`src/rtl/lfim_consts.svh`:
```
/*
 Offsets, codes, field positions, reset values and timing figures of the
 transponder link. Assumes a 250 MHz core clock; times are in microseconds.
*/
`ifndef LFIM_CONSTS_SVH
`define LFIM_CONSTS_SVH

// core clock rate
`define LFIM_CLK_MHZ 250
`define LFIM_HZ_PER_MHZ 1000000
// uplink bit time, 32 carrier periods of 8 us
`define LFIM_BIT_US 256
// pause between request and response
`define LFIM_PAUSE_US 2000
// error waveform frequency and its length in periods
`define LFIM_ERR_HZ 1000
`define LFIM_ERR_PERIODS 8
// pulse length decision points of the downlink
`define LFIM_BPL_SPLIT_US 200
`define LFIM_QPL_SPLIT1_US 150
`define LFIM_QPL_SPLIT2_US 250
`define LFIM_QPL_SPLIT3_US 350
`define LFIM_PULSE_MAX_US 500

// frame layout
`define LFIM_HEADER 8'hFE
`define LFIM_CMD_BITS 8
`define LFIM_CRC_BITS 8
`define LFIM_BLOCK_BITS 128
`define LFIM_UID_BITS 32
`define LFIM_STAT_BITS 8
`define LFIM_CRC8_POLY 8'h07
`define LFIM_CRC8_INIT 8'h00

// command codes and their checksums
`define LFIM_CMD_UID 4'h0
`define LFIM_CHK_UID 4'h0
`define LFIM_CMD_AUTH 4'h1
`define LFIM_CHK_AUTH 4'h3
`define LFIM_CMD_STAT 4'h2
`define LFIM_CHK_STAT 4'h6

// stored byte index, relative to byte 0x800
`define LFIM_NVM_UID0 5'h00
`define LFIM_NVM_MODEL 5'h11
`define LFIM_NVM_CHAL_LEN 5'h15
`define LFIM_NVM_RESP_LEN 5'h16
`define LFIM_MODEL_BIT 2
`define LFIM_STATUS_RESET 8'h00

`endif

```
`src/rtl/lfim_pkg.sv`:
```
/*
 Types shared by the transponder link and its surroundings.
 Assumes nothing beyond a SystemVerilog tool.
*/
package lfim_pkg;
    // downlink coding selected by configuration
    typedef enum logic [1:0] {
        BINARY_PULSE_LENGTH_CODING,
        QUAD_PULSE_LENGTH_CODING,
        DAMPED_PHASE_KEYING
    } lfim_dl_t;
    // uplink coding
    typedef enum logic {UL_MANCHESTER, UL_BIPHASE} lfim_ul_t;
    // low nibble of the status byte
    typedef enum logic [3:0] {ST_OK, ST_CMD_CHECK, ST_CMD_UNKNOWN, ST_CRC, ST_LENGTH} lfim_stat_t;
    // session sequencer
    typedef enum logic [2:0] {S_DETECT, S_RX, S_PAUSE, S_TX, S_ERRW} lfim_state_t;
endpackage

```
`src/rtl/lfim_nvm.sv`:
```
/*
 Small byte store holding identity and configuration bytes.
 Assumes a preload port driven by the surroundings; read data registered.
*/
`timescale 1ns/1ps
module lfim_nvm #(
    parameter int AW = 5,
    parameter int DW = 8
) (
    // clock
    input wire logic ref_clk_in,
    input wire logic clk_en_in,
    // write port
    input wire logic we_in,
    input wire logic [AW-1:0] waddr_in,
    input wire logic [DW-1:0] wdata_in,
    // read port
    input wire logic [AW-1:0] raddr_in,
    output logic [DW-1:0] rdata_out
);
    logic [DW-1:0] mem [2**AW];

    // no reset on the array, contents come from the preload port
    always_ff @(posedge ref_clk_in) begin
        if (clk_en_in) begin
            if (we_in) begin
                mem[waddr_in] <= wdata_in;
            end
            rdata_out <= mem[raddr_in];
        end
    end
endmodule

```
`src/rtl/lfim_link.sv`:
```
/*
 Transponder side of the low-frequency link: channel detection header,
 downlink decoding, request parsing, uplink encoding and error waveform.
 Assumes field_in and all inputs synchronous to ref_clk_in, an external
 block cipher on the aes ports, and preloaded identity/config bytes.
*/
`timescale 1ns/1ps
`include "lfim_consts.svh"

// What this block does
// - send alternating header until gap opens link
// - downlink is field on/off, gap separated
// - binary coding: one pulse, one bit
// - quad coding: one pulse, two bits
// - damped keying: gap in second half
// - damping pulls coil to half amplitude
// - uplink biphase or Manchester by configuration
// - request, then 2 ms pause, then response
// - on error send 1 kHz waveform instead
// - record error cause for later status
// - normal response only without any error
// - payload and CRC only when command needs
// - response starts with fixed header byte
// - status mixes error and last command
// - challenge and response lengths from configuration
// - configuration bit selects one-way or mutual
// - lengths 104/128 and 56/80 suggested
// - response is truncated block cipher result
// - status high nibble echoes last command
// - serial from four bytes, MSB first
module lfim_link
    import lfim_pkg::*;
#(
    parameter int BIT_CYC = `LFIM_BIT_US * `LFIM_CLK_MHZ,
    parameter int PAUSE_CYC = `LFIM_PAUSE_US * `LFIM_CLK_MHZ,
    parameter int ERR_HALF_CYC = (`LFIM_CLK_MHZ * `LFIM_HZ_PER_MHZ) / (2 * `LFIM_ERR_HZ),
    parameter int ERR_PERIODS = `LFIM_ERR_PERIODS,
    parameter int BPL_SPLIT_CYC = `LFIM_BPL_SPLIT_US * `LFIM_CLK_MHZ,
    parameter int QPL_SPLIT1_CYC = `LFIM_QPL_SPLIT1_US * `LFIM_CLK_MHZ,
    parameter int QPL_SPLIT2_CYC = `LFIM_QPL_SPLIT2_US * `LFIM_CLK_MHZ,
    parameter int QPL_SPLIT3_CYC = `LFIM_QPL_SPLIT3_US * `LFIM_CLK_MHZ,
    parameter int PULSE_MAX_CYC = `LFIM_PULSE_MAX_US * `LFIM_CLK_MHZ
) (
    // clock and reset
    input wire logic ref_clk_in,
    input wire logic rst_in,
    input wire logic clk_en_in,
    // coil side
    input wire logic field_in,
    output logic damp_out,
    output logic link_open_out,
    // coding selection
    input lfim_dl_t dl_mode_in,
    input lfim_ul_t ul_code_in,
    // byte store preload
    input wire logic nvm_we_in,
    input wire logic [4:0] nvm_waddr_in,
    input wire logic [7:0] nvm_wdata_in,
    // block cipher
    output logic aes_start_out,
    output logic aes_mutual_out,
    output logic [127:0] aes_block_out,
    input wire logic aes_done_in,
    input wire logic [127:0] aes_result_in,
    // status
    output logic [7:0] status_out
);
    localparam int CW = $clog2(PAUSE_CYC + BIT_CYC + ERR_HALF_CYC + PULSE_MAX_CYC);

    // shared serial CRC step for receive check and transmit append
    function automatic logic [7:0] crc8(input logic [7:0] c, input logic b);
        logic [7:0] s;
        s = {c[6:0], 1'b0};
        return (c[7] ^ b) ? (s ^ `LFIM_CRC8_POLY) : s;
    endfunction

    // known commands and their expected checksum, {known, check}
    function automatic logic [4:0] cmd_chk(input logic [3:0] code);
        unique case (code)
            `LFIM_CMD_UID: return {1'b1, `LFIM_CHK_UID};
            `LFIM_CMD_AUTH: return {1'b1, `LFIM_CHK_AUTH};
            `LFIM_CMD_STAT: return {1'b1, `LFIM_CHK_STAT};
            default: return 5'h00;
        endcase
    endfunction

    lfim_state_t st_q, st_d;
    logic fld_q, damp_q, damp_d, alt_q, ph_q, link_q, err_q, aes_wait_q, aes_start_q;
    logic seen_q, started_q;
    logic [CW-1:0] bt_q, pw_q, pc_q, ec_q;
    logic [7:0] eh_q;
    logic [1:0] pend_q, pbits_q;
    logic [8:0] rx_n_q, tx_n_q, tx_tot_q;
    logic [7:0] cmd_q, rxcrc_q, rcrc_q, tcrc_q, crc_n, status_q;
    logic [7:0] cfg_model_q, cfg_chal_q, cfg_resp_q, nvm_rdata;
    logic [31:0] uid_q;
    logic [127:0] chal_q, pay_q, blk_q;
    logic [135:0] tx_sr_q;
    logic [2:0] ld_q, ldp_q;
    logic [4:0] nvm_raddr, chk;
    logic half, bit_end, restart, rxv, rxb, pause_done, err_done, tx_last, frame_done;
    logic in_pay;
    lfim_stat_t frame_stat;

    assign half = bt_q >= CW'(BIT_CYC / 2);
    assign bit_end = bt_q == CW'(BIT_CYC - 1);
    assign restart = st_d != st_q;
    assign rxv = pend_q != 2'd0;
    assign rxb = pbits_q[1];
    assign chk = cmd_chk(cmd_q[7:4]);
    assign pause_done = pc_q == CW'(PAUSE_CYC - 1);
    assign err_done = st_q == S_ERRW && ec_q == CW'(ERR_HALF_CYC - 1)
        && eh_q == 8'(2 * ERR_PERIODS - 1);
    assign tx_last = st_q == S_TX && bit_end && tx_n_q == tx_tot_q + 9'd7;
    assign in_pay = tx_n_q >= 9'(`LFIM_CMD_BITS) && tx_n_q < tx_tot_q;
    assign crc_n = in_pay ? crc8(tcrc_q, tx_sr_q[135]) : tcrc_q;

    // session sequencer
    always_comb begin
        st_d = st_q;
        unique case (st_q)
            S_DETECT: if (!field_in && damp_q) st_d = S_RX;
            S_RX: if (frame_done) st_d = S_PAUSE;
            S_PAUSE: begin
                if (pause_done && err_q) begin
                    st_d = S_ERRW;
                end else if (pause_done && !aes_wait_q) begin
                    st_d = S_TX;
                end
            end
            S_TX: if (tx_last) st_d = S_RX;
            S_ERRW: if (err_done) st_d = S_RX;
        endcase
    end

    always_ff @(posedge ref_clk_in or posedge rst_in) begin
        if (rst_in) begin
            st_q <= S_DETECT;
            link_q <= 1'b0;
        end else if (clk_en_in) begin
            st_q <= st_d;
            if (st_q == S_DETECT && st_d == S_RX) begin
                link_q <= 1'b1;
            end
        end
    end

    // coil damping level; one means coil pulled to half amplitude
    always_comb begin
        damp_d = 1'b0;
        unique case (st_q)
            S_DETECT: damp_d = half ? ~alt_q : alt_q;
            S_RX: damp_d = dl_mode_in == DAMPED_PHASE_KEYING && half;
            S_PAUSE: damp_d = 1'b0;
            S_TX: begin
                if (ul_code_in == UL_BIPHASE) begin
                    damp_d = ph_q ^ (half & ~tx_sr_q[135]);
                end else begin
                    damp_d = half ? ~tx_sr_q[135] : tx_sr_q[135];
                end
            end
            S_ERRW: damp_d = ec_q < CW'(ERR_HALF_CYC / 2) ? 1'b1 : eh_q[0];
        endcase
    end

    // bit timer and encoder state; timer realigns on every state change
    always_ff @(posedge ref_clk_in or posedge rst_in) begin
        if (rst_in) begin
            bt_q <= '0;
            alt_q <= 1'b1;
            ph_q <= 1'b0;
            damp_q <= 1'b0;
            fld_q <= 1'b1;
        end else if (clk_en_in) begin
            fld_q <= field_in;
            damp_q <= damp_d;
            bt_q <= (restart || bit_end) ? '0 : bt_q + CW'(1);
            if (st_q == S_DETECT && bit_end) begin
                alt_q <= ~alt_q;
            end
            if (restart) begin
                ph_q <= 1'b0;
            end else if (st_q == S_TX && bit_end) begin
                ph_q <= ~ph_q;
            end
        end
    end

    // downlink symbol decoder, bits leave one per cycle
    always_ff @(posedge ref_clk_in or posedge rst_in) begin
        if (rst_in) begin
            pw_q <= '0;
            pend_q <= 2'd0;
            pbits_q <= 2'd0;
            seen_q <= 1'b0;
            started_q <= 1'b0;
        end else if (clk_en_in) begin
            if (!field_in) begin
                pw_q <= '0;
            end else if (pw_q != '1) begin
                pw_q <= pw_q + CW'(1);
            end
            if (rxv) begin
                pend_q <= pend_q - 2'd1;
                pbits_q <= {pbits_q[0], 1'b0};
            end
            if (st_q != S_RX) begin
                pend_q <= 2'd0;
                seen_q <= 1'b0;
                started_q <= 1'b0;
            end else if (dl_mode_in == DAMPED_PHASE_KEYING) begin
                if (half && !field_in) begin
                    seen_q <= 1'b1;
                end
                if (bit_end) begin
                    seen_q <= 1'b0;
                    started_q <= started_q | seen_q;
                    if (started_q) begin
                        pend_q <= 2'd1;
                        pbits_q <= {seen_q, 1'b0};
                    end
                end
            end else if (fld_q && !field_in && pw_q <= CW'(PULSE_MAX_CYC)) begin
                if (dl_mode_in == QUAD_PULSE_LENGTH_CODING) begin
                    pend_q <= 2'd2;
                    pbits_q <= pw_q >= CW'(QPL_SPLIT3_CYC) ? 2'd3 :
                        pw_q >= CW'(QPL_SPLIT2_CYC) ? 2'd2 :
                        pw_q >= CW'(QPL_SPLIT1_CYC) ? 2'd1 : 2'd0;
                end else begin
                    pend_q <= 2'd1;
                    pbits_q <= {pw_q >= CW'(BPL_SPLIT_CYC), 1'b0};
                end
            end
        end
    end

    // request field collection
    always_ff @(posedge ref_clk_in or posedge rst_in) begin
        if (rst_in) begin
            rx_n_q <= 9'd0;
            cmd_q <= 8'h00;
            chal_q <= '0;
            rxcrc_q <= 8'h00;
            rcrc_q <= `LFIM_CRC8_INIT;
        end else if (clk_en_in) begin
            if (restart && st_d == S_RX) begin
                rx_n_q <= 9'd0;
                rcrc_q <= `LFIM_CRC8_INIT;
            end else if (st_q == S_RX && rxv) begin
                rx_n_q <= rx_n_q + 9'd1;
                if (rx_n_q < 9'(`LFIM_CMD_BITS)) begin
                    cmd_q <= {cmd_q[6:0], rxb};
                end else if (rx_n_q < 9'(`LFIM_CMD_BITS) + {1'b0, cfg_chal_q}) begin
                    chal_q <= {chal_q[126:0], rxb};
                    rcrc_q <= crc8(rcrc_q, rxb);
                end else begin
                    rxcrc_q <= {rxcrc_q[6:0], rxb};
                end
            end
        end
    end

    // end of request and its verdict
    always_comb begin
        frame_done = 1'b0;
        frame_stat = ST_OK;
        if (st_q == S_RX && rx_n_q == 9'(`LFIM_CMD_BITS)) begin
            if (!chk[4]) begin
                frame_done = 1'b1;
                frame_stat = ST_CMD_UNKNOWN;
            end else if (chk[3:0] != cmd_q[3:0]) begin
                frame_done = 1'b1;
                frame_stat = ST_CMD_CHECK;
            end else if (cmd_q[7:4] != `LFIM_CMD_AUTH) begin
                frame_done = 1'b1;
            end else if (cfg_chal_q == 8'h00 || cfg_chal_q > 8'(`LFIM_BLOCK_BITS)
                    || cfg_resp_q == 8'h00 || cfg_resp_q > 8'(`LFIM_BLOCK_BITS)) begin
                frame_done = 1'b1;
                frame_stat = ST_LENGTH;
            end
        end else if (st_q == S_RX && rx_n_q == 9'(`LFIM_CMD_BITS + `LFIM_CRC_BITS)
                + {1'b0, cfg_chal_q}) begin
            frame_done = 1'b1;
            frame_stat = rxcrc_q == rcrc_q ? ST_OK : ST_CRC;
        end
    end

    // status, response payload and cipher request
    always_ff @(posedge ref_clk_in or posedge rst_in) begin
        if (rst_in) begin
            status_q <= `LFIM_STATUS_RESET;
            err_q <= 1'b0;
            pay_q <= '0;
            tx_tot_q <= 9'(`LFIM_CMD_BITS);
            aes_wait_q <= 1'b0;
            aes_start_q <= 1'b0;
            blk_q <= '0;
        end else if (clk_en_in) begin
            aes_start_q <= 1'b0;
            if (aes_wait_q && aes_done_in) begin
                aes_wait_q <= 1'b0;
                pay_q <= aes_result_in;
            end
            if (frame_done) begin
                status_q <= {cmd_q[7:4], frame_stat};
                err_q <= frame_stat != ST_OK;
                if (frame_stat == ST_OK) begin
                    unique case (cmd_q[7:4])
                        `LFIM_CMD_UID: begin
                            pay_q <= {uid_q, 96'h0};
                            tx_tot_q <= 9'(`LFIM_CMD_BITS + `LFIM_UID_BITS);
                        end
                        `LFIM_CMD_STAT: begin
                            pay_q <= {status_q, 120'h0};
                            tx_tot_q <= 9'(`LFIM_CMD_BITS + `LFIM_STAT_BITS);
                        end
                        default: begin
                            aes_wait_q <= 1'b1;
                            aes_start_q <= 1'b1;
                            blk_q <= chal_q << (8'(`LFIM_BLOCK_BITS) - cfg_chal_q);
                            tx_tot_q <= 9'(`LFIM_CMD_BITS) + {1'b0, cfg_resp_q};
                        end
                    endcase
                end
            end
        end
    end

    // response shifter; the CRC drops into the top byte behind the payload
    always_ff @(posedge ref_clk_in or posedge rst_in) begin
        if (rst_in) begin
            tx_sr_q <= '0;
            tx_n_q <= 9'd0;
            tcrc_q <= `LFIM_CRC8_INIT;
        end else if (clk_en_in) begin
            if (restart && st_d == S_TX) begin
                tx_sr_q <= {`LFIM_HEADER, pay_q};
                tx_n_q <= 9'd0;
                tcrc_q <= `LFIM_CRC8_INIT;
            end else if (st_q == S_TX && bit_end) begin
                tcrc_q <= crc_n;
                tx_n_q <= tx_n_q + 9'd1;
                tx_sr_q <= {tx_sr_q[134:0], 1'b0};
                if (tx_n_q + 9'd1 == tx_tot_q) begin
                    tx_sr_q[135:128] <= crc_n;
                end
            end
        end
    end

    // pause and error waveform timing
    always_ff @(posedge ref_clk_in or posedge rst_in) begin
        if (rst_in) begin
            pc_q <= '0;
            ec_q <= '0;
            eh_q <= 8'h00;
        end else if (clk_en_in) begin
            if (st_q != S_PAUSE) begin
                pc_q <= '0;
            end else if (!pause_done) begin
                pc_q <= pc_q + CW'(1);
            end
            if (st_q != S_ERRW) begin
                ec_q <= '0;
                eh_q <= 8'h00;
            end else if (ec_q == CW'(ERR_HALF_CYC - 1)) begin
                ec_q <= '0;
                eh_q <= eh_q + 8'h01;
            end else begin
                ec_q <= ec_q + CW'(1);
            end
        end
    end

    // background walk over identity and configuration bytes
    always_comb begin
        unique case (ld_q)
            3'd4: nvm_raddr = `LFIM_NVM_MODEL;
            3'd5: nvm_raddr = `LFIM_NVM_CHAL_LEN;
            3'd6: nvm_raddr = `LFIM_NVM_RESP_LEN;
            default: nvm_raddr = `LFIM_NVM_UID0 + {3'd0, ld_q[1:0]};
        endcase
    end

    always_ff @(posedge ref_clk_in or posedge rst_in) begin
        if (rst_in) begin
            ld_q <= 3'd0;
            ldp_q <= 3'd7;
            uid_q <= 32'h0000_0000;
            cfg_model_q <= 8'h00;
            cfg_chal_q <= 8'h00;
            cfg_resp_q <= 8'h00;
        end else if (clk_en_in) begin
            ld_q <= ld_q == 3'd6 ? 3'd0 : ld_q + 3'd1;
            ldp_q <= ld_q;
            unique case (ldp_q)
                3'd0: uid_q[31:24] <= nvm_rdata;
                3'd1: uid_q[23:16] <= nvm_rdata;
                3'd2: uid_q[15:8] <= nvm_rdata;
                3'd3: uid_q[7:0] <= nvm_rdata;
                3'd4: cfg_model_q <= nvm_rdata;
                3'd5: cfg_chal_q <= nvm_rdata;
                3'd6: cfg_resp_q <= nvm_rdata;
                default: ;
            endcase
        end
    end

    lfim_nvm #(.AW(5), .DW(8)) u_nvm (
        .ref_clk_in(ref_clk_in),
        .clk_en_in(clk_en_in),
        .we_in(nvm_we_in),
        .waddr_in(nvm_waddr_in),
        .wdata_in(nvm_wdata_in),
        .raddr_in(nvm_raddr),
        .rdata_out(nvm_rdata)
    );

    assign damp_out = damp_q;
    assign link_open_out = link_q;
    assign status_out = status_q;
    assign aes_start_out = aes_start_q;
    assign aes_block_out = blk_q;
    assign aes_mutual_out = cfg_model_q[`LFIM_MODEL_BIT];

    chk_link_open: assert property (
        @(posedge ref_clk_in) disable iff (rst_in || !clk_en_in)
        st_q == S_DETECT && !field_in && damp_q |=> st_q == S_RX && link_open_out)
        else $error("link did not open on damped gap");
    chk_quad_pair: assert property (
        @(posedge ref_clk_in) disable iff (rst_in || !clk_en_in)
        st_q == S_RX && dl_mode_in == QUAD_PULSE_LENGTH_CODING && fld_q && !field_in
        && pw_q <= CW'(PULSE_MAX_CYC) |=> pend_q == 2'd2 ##1 pend_q == 2'd1)
        else $error("quad pulse did not yield two bits");
    chk_manch_mid: assert property (
        @(posedge ref_clk_in) disable iff (rst_in || !clk_en_in)
        st_q == S_TX && ul_code_in == UL_MANCHESTER && bt_q == CW'(BIT_CYC / 2)
        |=> damp_q != $past(damp_q))
        else $error("no mid-bit transition in manchester");
    chk_pause_min: assert property (
        @(posedge ref_clk_in) disable iff (rst_in || !clk_en_in)
        $rose(st_q == S_PAUSE) |-> (st_q == S_PAUSE) [*8])
        else $error("pause ended too early");
    chk_err_wave: assert property (
        @(posedge ref_clk_in) disable iff (rst_in || !clk_en_in)
        st_q == S_PAUSE && pause_done && err_q |=> st_q == S_ERRW)
        else $error("error did not start error waveform");
    chk_no_resp_err: assert property (
        @(posedge ref_clk_in) disable iff (rst_in || !clk_en_in)
        st_q == S_TX |-> !err_q)
        else $error("response sent after error");
    chk_hdr_first: assert property (
        @(posedge ref_clk_in) disable iff (rst_in || !clk_en_in)
        st_q != S_TX ##1 st_q == S_TX |-> tx_sr_q[135:128] == `LFIM_HEADER)
        else $error("response does not open with header");
    chk_status_echo: assert property (
        @(posedge ref_clk_in) disable iff (rst_in || !clk_en_in)
        frame_done |=> status_out[7:4] == $past(cmd_q[7:4]))
        else $error("status does not echo command");
    chk_aes_start: assert property (
        @(posedge ref_clk_in) disable iff (rst_in || !clk_en_in)
        frame_done && frame_stat == ST_OK && cmd_q[7:4] == `LFIM_CMD_AUTH
        |=> aes_start_out ##1 !aes_start_out)
        else $error("cipher not started once");
endmodule

```
`config.mk`:
```
export PLATFORM = sky130hd
export DESIGN_NAME = lfim_link
export DESIGN_NICKNAME = d
export VERILOG_FILES = /design/src/rtl/lfim_pkg.sv /design/src/rtl/lfim_nvm.sv /design/src/rtl/lfim_link.sv
export VERILOG_INCLUDE_DIRS = /design/src /design/src/rtl
export SDC_FILE = /design/constraint.sdc
export NUM_CORES = 2
export LEC_CHECK = 0
export BUFFER_PORTS_ARGS = -buffer_cell sky130_fd_sc_hd__buf_2
export CORE_MARGIN = 5
export CORE_UTILIZATION = 30
export DETAILED_ROUTE_END_ITERATION = 6
export PLACE_DENSITY = 0.47
export SLEW_MARGIN = 20
export SYNTH_ARGS = -nofsm -noshare
export SYNTH_HDL_FRONTEND = slang
export SYNTH_SLANG_ARGS = --single-unit
```
`constraint.sdc`:
```
create_clock -name ref_clk_in -period 57.7 [get_ports ref_clk_in]
set_clock_uncertainty 0.2 [all_clocks]
set_input_delay 2.885 -clock ref_clk_in [delete_from_list [all_inputs] [get_ports ref_clk_in]]
set_output_delay 2.885 -clock ref_clk_in [all_outputs]
set_load 0.005 [all_outputs]
```
# Word level (Yosys, flattened, before mapping)
# Memories as Yosys holds them, arrays and structs flattened. A register that Yosys moved wholly into a read port is not among the register bits.
# Cells that the tools add are included.
[op_classes]
addsub = 14
shifts = 1
n_lt_le_gt_ge = 13
muxes = 94
n_eq_ne = 38
reduce_logical = 67
bitwise_logic = 14
[op_table]
columns = ["cell", "n"]
rows = [
  ["$mux 128", 3],
  ["$mux 136", 2],
  ["$pmux 128 s2", 1],
  ["$mux 20", 7],
  ["$shl 128x8->128", 1],
  ["$add 20x1->20 const B", 4],
  ["$mux 8", 10],
  ["$ge 20x16->1 const B", 3],
  ["$mux 3", 13],
  ["$mux 2", 18],
  ["$mux 9", 4],
  ["$reduce_and 2->1", 16],
  ["$mux 1", 30],
  ["$pmux 5 s3", 2],
  ["$eq 9x9->1", 3],
  ["$eq 3x3->1 const B", 7],
  ["$eq 20x16->1 const B", 1],
  ["$eq 20x17->1 const B", 1],
  ["$eq 20x19->1 const B", 1],
  ["$ge 20x15->1 const B", 1],
  ["$ge 20x17->1 const B", 1],
  ["$le 20x17->1 const B", 1],
  ["$logic_and 1x1->1", 20],
  ["$lt 20x16->1 const B", 1],
  ["other kinds (51)", 90],
]
[totals]
mem_count = 1
word_cells = 281
inputBits = 150
register_bits = 749
output_inout_bits = 140
ramBits = 256
[memory_table]
columns = ["memory", "words", "width", "rd", "rd_ports_with_merged_regs", "write_ports", "line", "rtl"]
rows = [
  ["u_nvm.mem", 32, 8, 1, 1, 1, "lfim_nvm.sv:21", "logic [DW-1:0] mem [2**AW];"],
]

# Logic depth before layout (Yosys ltp)
[depth]
word_depth = 15
mapped_depth = 17
mapped_depth_nobuf = 12

# Modules after synthesis
# A second synthesis with hierarchy kept.
[hier_totals]
hier_cells = 4390
area_unflattened_um2 = 52126.2
[modules_own_cells]
columns = ["mod", "cells_per_inst", "seq_area_each_um2", "n_inst", "area_each_um2"]
rows = [
  ["lfim_link", 3972, 18675.4, 1, 41987.8],
  ["lfim_nvm", 418, 7927.6, 1, 10138.5],
]

# Worst setup path after synthesis
# Ideal clock, no wire load.
[synth_timing]
kind = "input-to-reg"
startpoint = "in clk_en_in"
endpoint = "mem u_nvm.mem[21][0], enable pin"
t_required_ns = 57.130
path_slack_ns = 52.804
setup_time_ns = 0.370
stages = 5
n_path_buf = 3
arrival_time_ns = 4.325
cell_sequence = "clkbuf_1 > buf_1 > clkbuf_1 > nand4b_1 > nor2_1"
[synth_between]
elab_chain_cells = 2
[synth_rtl]
columns = ["item", "line", "rtl"]
rows = [
  ["start: declaration", "lfim_link.sv:47", "input wire logic clk_en_in,"],
  ["$mux 1", "lfim_nvm.sv:25", "if (clk_en_in) begin"],
  ["$mux 1 (implied by the code)", "lfim_nvm.sv:27", "mem[waddr_in] <= wdata_in;"],
  ["end: declaration", "lfim_nvm.sv:21", ""],
]
# Every way passes these cells.

# Worst setup path in the final report
[layout_timing]
startpoint = "in clk_en_in"
endpoint = "reg tx_sr_q[77]"
[layout_between]
elab_chain_cells = 1
[layout_rtl]
columns = ["item", "line", "rtl"]
rows = [
  ["$reduce_and 2->1 (no line)", "n/a", ""],
  ["end signal: assignment", "lfim_link.sv:337", "tx_sr_q <= {`LFIM_HEADER, pay_q};"],
  ["end signal: assignment", "lfim_link.sv:343", "tx_sr_q <= {tx_sr_q[134:0], 1'b0};"],
  ["end: declaration", "lfim_link.sv:98", "logic [135:0] tx_sr_q;"],
]
# Every way passes these cells.
# A chain may end at the register's enable or synchronous reset.

==> flow_summary_export.csv <==
group,metric,value,unit
synth,netlist_area,0.0449,mm²
layout,nNetsFinal,4512,
setup_path,r2r_end,"aes_block_out[90]$_DFFE_PP0P_",
die,core,0.149,mm²
setup_path,reg2regPathDepth,10,
detailed_routing,routed_via_density,5.34,
setup_path,worstPathCellList,"buf_4 -> buf_4 -> nand2_1 -> o22ai_4 -> buf_4 -> buf_4 -> buf_4 -> a21oi_1",
layout,multiInputGateArea,0.0228,mm²
timing,maxSlewHeadroom,0.269,
power,p_sw,826,µW
hold_path,hold_depth,2,
power,swShare,0.401,
synth,synth_top_area_frac,0.413,
setup_path,critPathMostFrequentCell,"buf_4",
detailed_routing,ant_nets,0,
cts,clk_latency,0.70,ns
placed_design,placed_cells,6174,
cts,cts_setup_buffers,0,
placed_design,place_hpwl,99700,µm
synth,synth-main-ff-cell,"dfrtp_1",
setup_path,critPathMaxStageDelay,0.97,ns
setup_path,crit_fanout,110,
cts,cts_resized,0,
detailed_routing,dr_total_vias,33900,
die,dieArea,0.157,mm²
synth,ys_ff_latch,810,
flow_run,drv_cap,0,
cts,cts_hold_buf,0,
cts,clock_tree.buffer_depth,3,
cts,cts_max_level,3,
layout,postLayoutCoreUtil,0.342,
synth,yosysTopAreaCell,"dfrtp_1",
timing,fmax,0.155,GHz
synth,synthArstFlopShare,0.921,
die,initial_utilization,0.301,
timing,finalSetupViolCount,0,
cts,cts_sinks,810,
grt,grt_util_all_layers,0.175,
power,p_comb_frac,0.387,
timing,period_minus_slack,6.44,ns
setup_path,cp-start-kind,"input port",
synth,syn_nets,4378,
timing,rsz0062_at_grt,"false",
setup_path,worstPathRequired,58.01,ns
power,power.share.clock,0.288,
grt,grt_pass1_vias,33500,
layout,drive_gt1_frac,0.224,
detailed_routing,wire_per_inst,22.2,µm
synth,synth-edff-count,64,
power,p_leak,0.0231,µW
hold_path,min_to,"aes_block_out[25]$_DFFE_PP0P_",
die,die_h,397,µm
timing,slew_violations,0,
hold_path,min_from,"aes_block_out[25]$_DFFE_PP0P_",
detailed_routing,drt_first_iter_violations,2950,
layout,area_delta_synth_final,13.9,%
grt,grt_max_degree,155,
power,peakVddDrop,61.4,µV
synth,synth_area_leaders,"dfrtp_1, mux4_2, mux2_2",
synth,synth_cells,4191,
timing,hold_viol,0,
synth,syn_area_per_cell,10.7,µm²
power,intPower,1240,µW
grt,antenna_found_initial,4,
cts,root_buffer,"clkbuf_16",
placed_design,io_buffers,288,
grt,grt_pass1_wl,216000,µm
setup_path,worst-path-buf-inv,5,
cts,cts_made_buffers,93,
timing,hold_slack,0.264,ns
power,p_per_area,40.3,mW/mm²
grt,grt_overflow,0,
die,die_width,397,µm
detailed_routing,drt_wl_total,141000,µm
cts,clk_pin_slew,0.06,ns
placed_design,place_ws,50.60,ns
placed_design,place_congestion,0.911,
die,ios,290,
layout,fill_cells,15100,
synth,yosysWarnings,0,
setup_path,worst_ep_arrival_time,6.75,ns
setup_path,crit_path_end_kind,"register",
timing,period_share,0.112,
outcome,outcome,"finished clean",
setup_path,rr_startpoint,"cfg_chal_q[0]$_DFFE_PP0P_",
layout,fin_cells,6344,
setup_path,critPathSlowestCell,"buf_4",
cts,cts_tree,"built",
die,row_count,142,
timing,max_slew.worst_pin.slew,1.09,ns
detailed_routing,drc,0,
setup_path,criticalPathCategory,"input port to register",
hold_path,min_path_type,"register to register",
setup_path,reg2reg_slack,51.85,ns
synth,synth.distinct_cells,99,
power,seqPwrFrac,0.325,
detailed_routing,first_pass_iters,6,
layout,seq_area,0.0206,mm²
timing,tns,0,ns
timing,worst_slack,51.26,ns
synth,yosysSeqAreaShare,0.459,
setup_path,cp_top_family,"buffers and inverters",
[flip-flops by register name, summed over array words and instances, names as in the netlist, 9 cells and up]
signal         flops
bt_q              20
uid_q             32
tx_sr_q          136
pay_q            128
tx_tot_q           9
aes_block_out    128
u_nvm.mem         56
chal_q           128
ec_q              20
tx_n_q             9
rx_n_q             9
pc_q              20
pw_q              20
[synthesized netlist by cell type (8+ instances only)]
library cell  instances
clkbuf_1            157
or2_2                 8
nor3_1               70
mux4_2              149
o221ai_1              8
buf_4                14
ha_1                 37
xnor2_1              63
dfrtp_1             740
buf_2               112
xor2_1               64
nand3_1             104
nor2b_1              12
nor2_1              439
a22o_1              125
nand2b_1             13
o22ai_1              10
a211oi_1             31
o211ai_1             61
edfxtp_1             64
nand4_1              40
a21oi_1             237
buf_1                18
a21o_1               20
nand2_1             397
or3_1                27
and3_1               22
inv_1                68
a221o_1               8
or4_1                 8
mux2_2              283
nor4_1               19
and2_1                8
o31ai_1              22
o21ai_0             180
mux2i_1             317
a22oi_1              37
buf_6                 8
a31oi_1              23
and4_1                9
[metrics by stage]
stage | power [µW] | area [µm²]
3_3_place_gp | 1460 | 48000
5_1_grt | 2160 | 51100
2_1_floorplan | 1240 | 44900
6_report | 2060 | 51100
3_5_place_dp | 1470 | 48000
4_1_cts | 2070 | 51100
[power groups by stage]
stage / combinational [µW] / sequential [µW] / clock (µW)
2_1_floorplan: 593 / 645 / 0
5_1_grt: 846 / 677 / 636
6_report: 798 / 670 / 594
3_5_place_dp: 784 / 681 / 0
3_3_place_gp: 780 / 681 / 0
4_1_cts: 785 / 671 / 614
[worst reg2reg max path: stages (launching register included)]
cell and delay, ns:
dfrtp_4 0.84, inv_1 0.36, ha_4 0.99, buf_4 0.79, mux4_2 0.47, mux2_2 0.34, mux2_2 0.28, o21ai_0 0.53
a211oi_1 0.17, o21ai_0 0.60, o21ai_1 0.12
[layout make-up]
class	count	area share
Antenna cell	3	0.000147
Clock buffer	133	0.0526
Clock inverter	34	0.00788
Inverter	68	0.00514
Multi-Input combinational cell	3004	0.445
Sequential cell	810	0.403
Tap cell	1944	0.0476
Timing Repair Buffer	348	0.0381
[cell usage in the layout, fill, tap and decap left out, types with 9 or more instances in the layout]
master and count:
buf_2 287, nand3_1 104, edfxtp_1 64, mux4_2 149
o31ai_1 22, xnor2_1 57, and4_1 9, a22o_1 125
dfrtp_1 739, inv_1 67, ha_1 36, clkbuf_16 93
clkbuf_1 19, a211oi_1 31, nand4_1 40, mux2i_1 317
or3_1 27, a21oi_1 237, o211ai_1 61, nor2b_1 12
nand2b_1 13, a31oi_1 23, nor3_1 69, mux2_2 283
buf_4 56, xor2_1 63, o21ai_0 179, nand2_1 395
and3_1 21, nor4_1 19, a22oi_1 37, a21o_1 20
clkinv_2 15, o22ai_1 10, clkbuf_8 21, nor2_1 436
[logic make-up after synthesis]
| family | after synthesis | share of synthesized area |
|---|---|---|
| AO/OA/AOI/OAI | 866 | 0.128 |
| XOR/XNOR | 129 | 0.0257 |
| adder cells (fa/ha/maj) | 37 | 0.0103 |
| buffers and inverters | 377 | 0.0372 |
| flip-flops | 810 | 0.459 |
| multiplexers | 750 | 0.217 |
| other | 1 | 0.0000836 |
| AND/OR/NAND/NOR | 1221 | 0.123 |
[worst max-delay path by stage]
stage                     slack [ns]       from                            to  depth (start not counted)
final                          51.26  clk_en_in       tx_sr_q[77]$_DFFE_PP0P_                          8
after global routing           50.85  clk_en_in       tx_sr_q[56]$_DFFE_PP0P_                          9
after CTS                      51.36  clk_en_in       tx_sr_q[77]$_DFFE_PP0P_                          8
after detailed placement       50.60  clk_en_in       tx_sr_q[70]$_DFFE_PP0P_                          8
after global placement         50.66  clk_en_in       tx_sr_q[75]$_DFFE_PP0P_                          9
after floorplan                33.69     rst_in  aes_block_out[0]$_DFFE_PP0P_                          1
[per-layer routing]
layer	routed length [µm]	GRT usage	part of all wire	vias to the layer above
met5	0	0	0	-
li1	-	-	-	15700
met4	5590	0.0615	0.040	0
met2	62400	0.267	0.44	950
met1	65400	0.250	0.46	17000
met3	7380	0.0295	0.052	267
(Power assumes the default switching activity.)
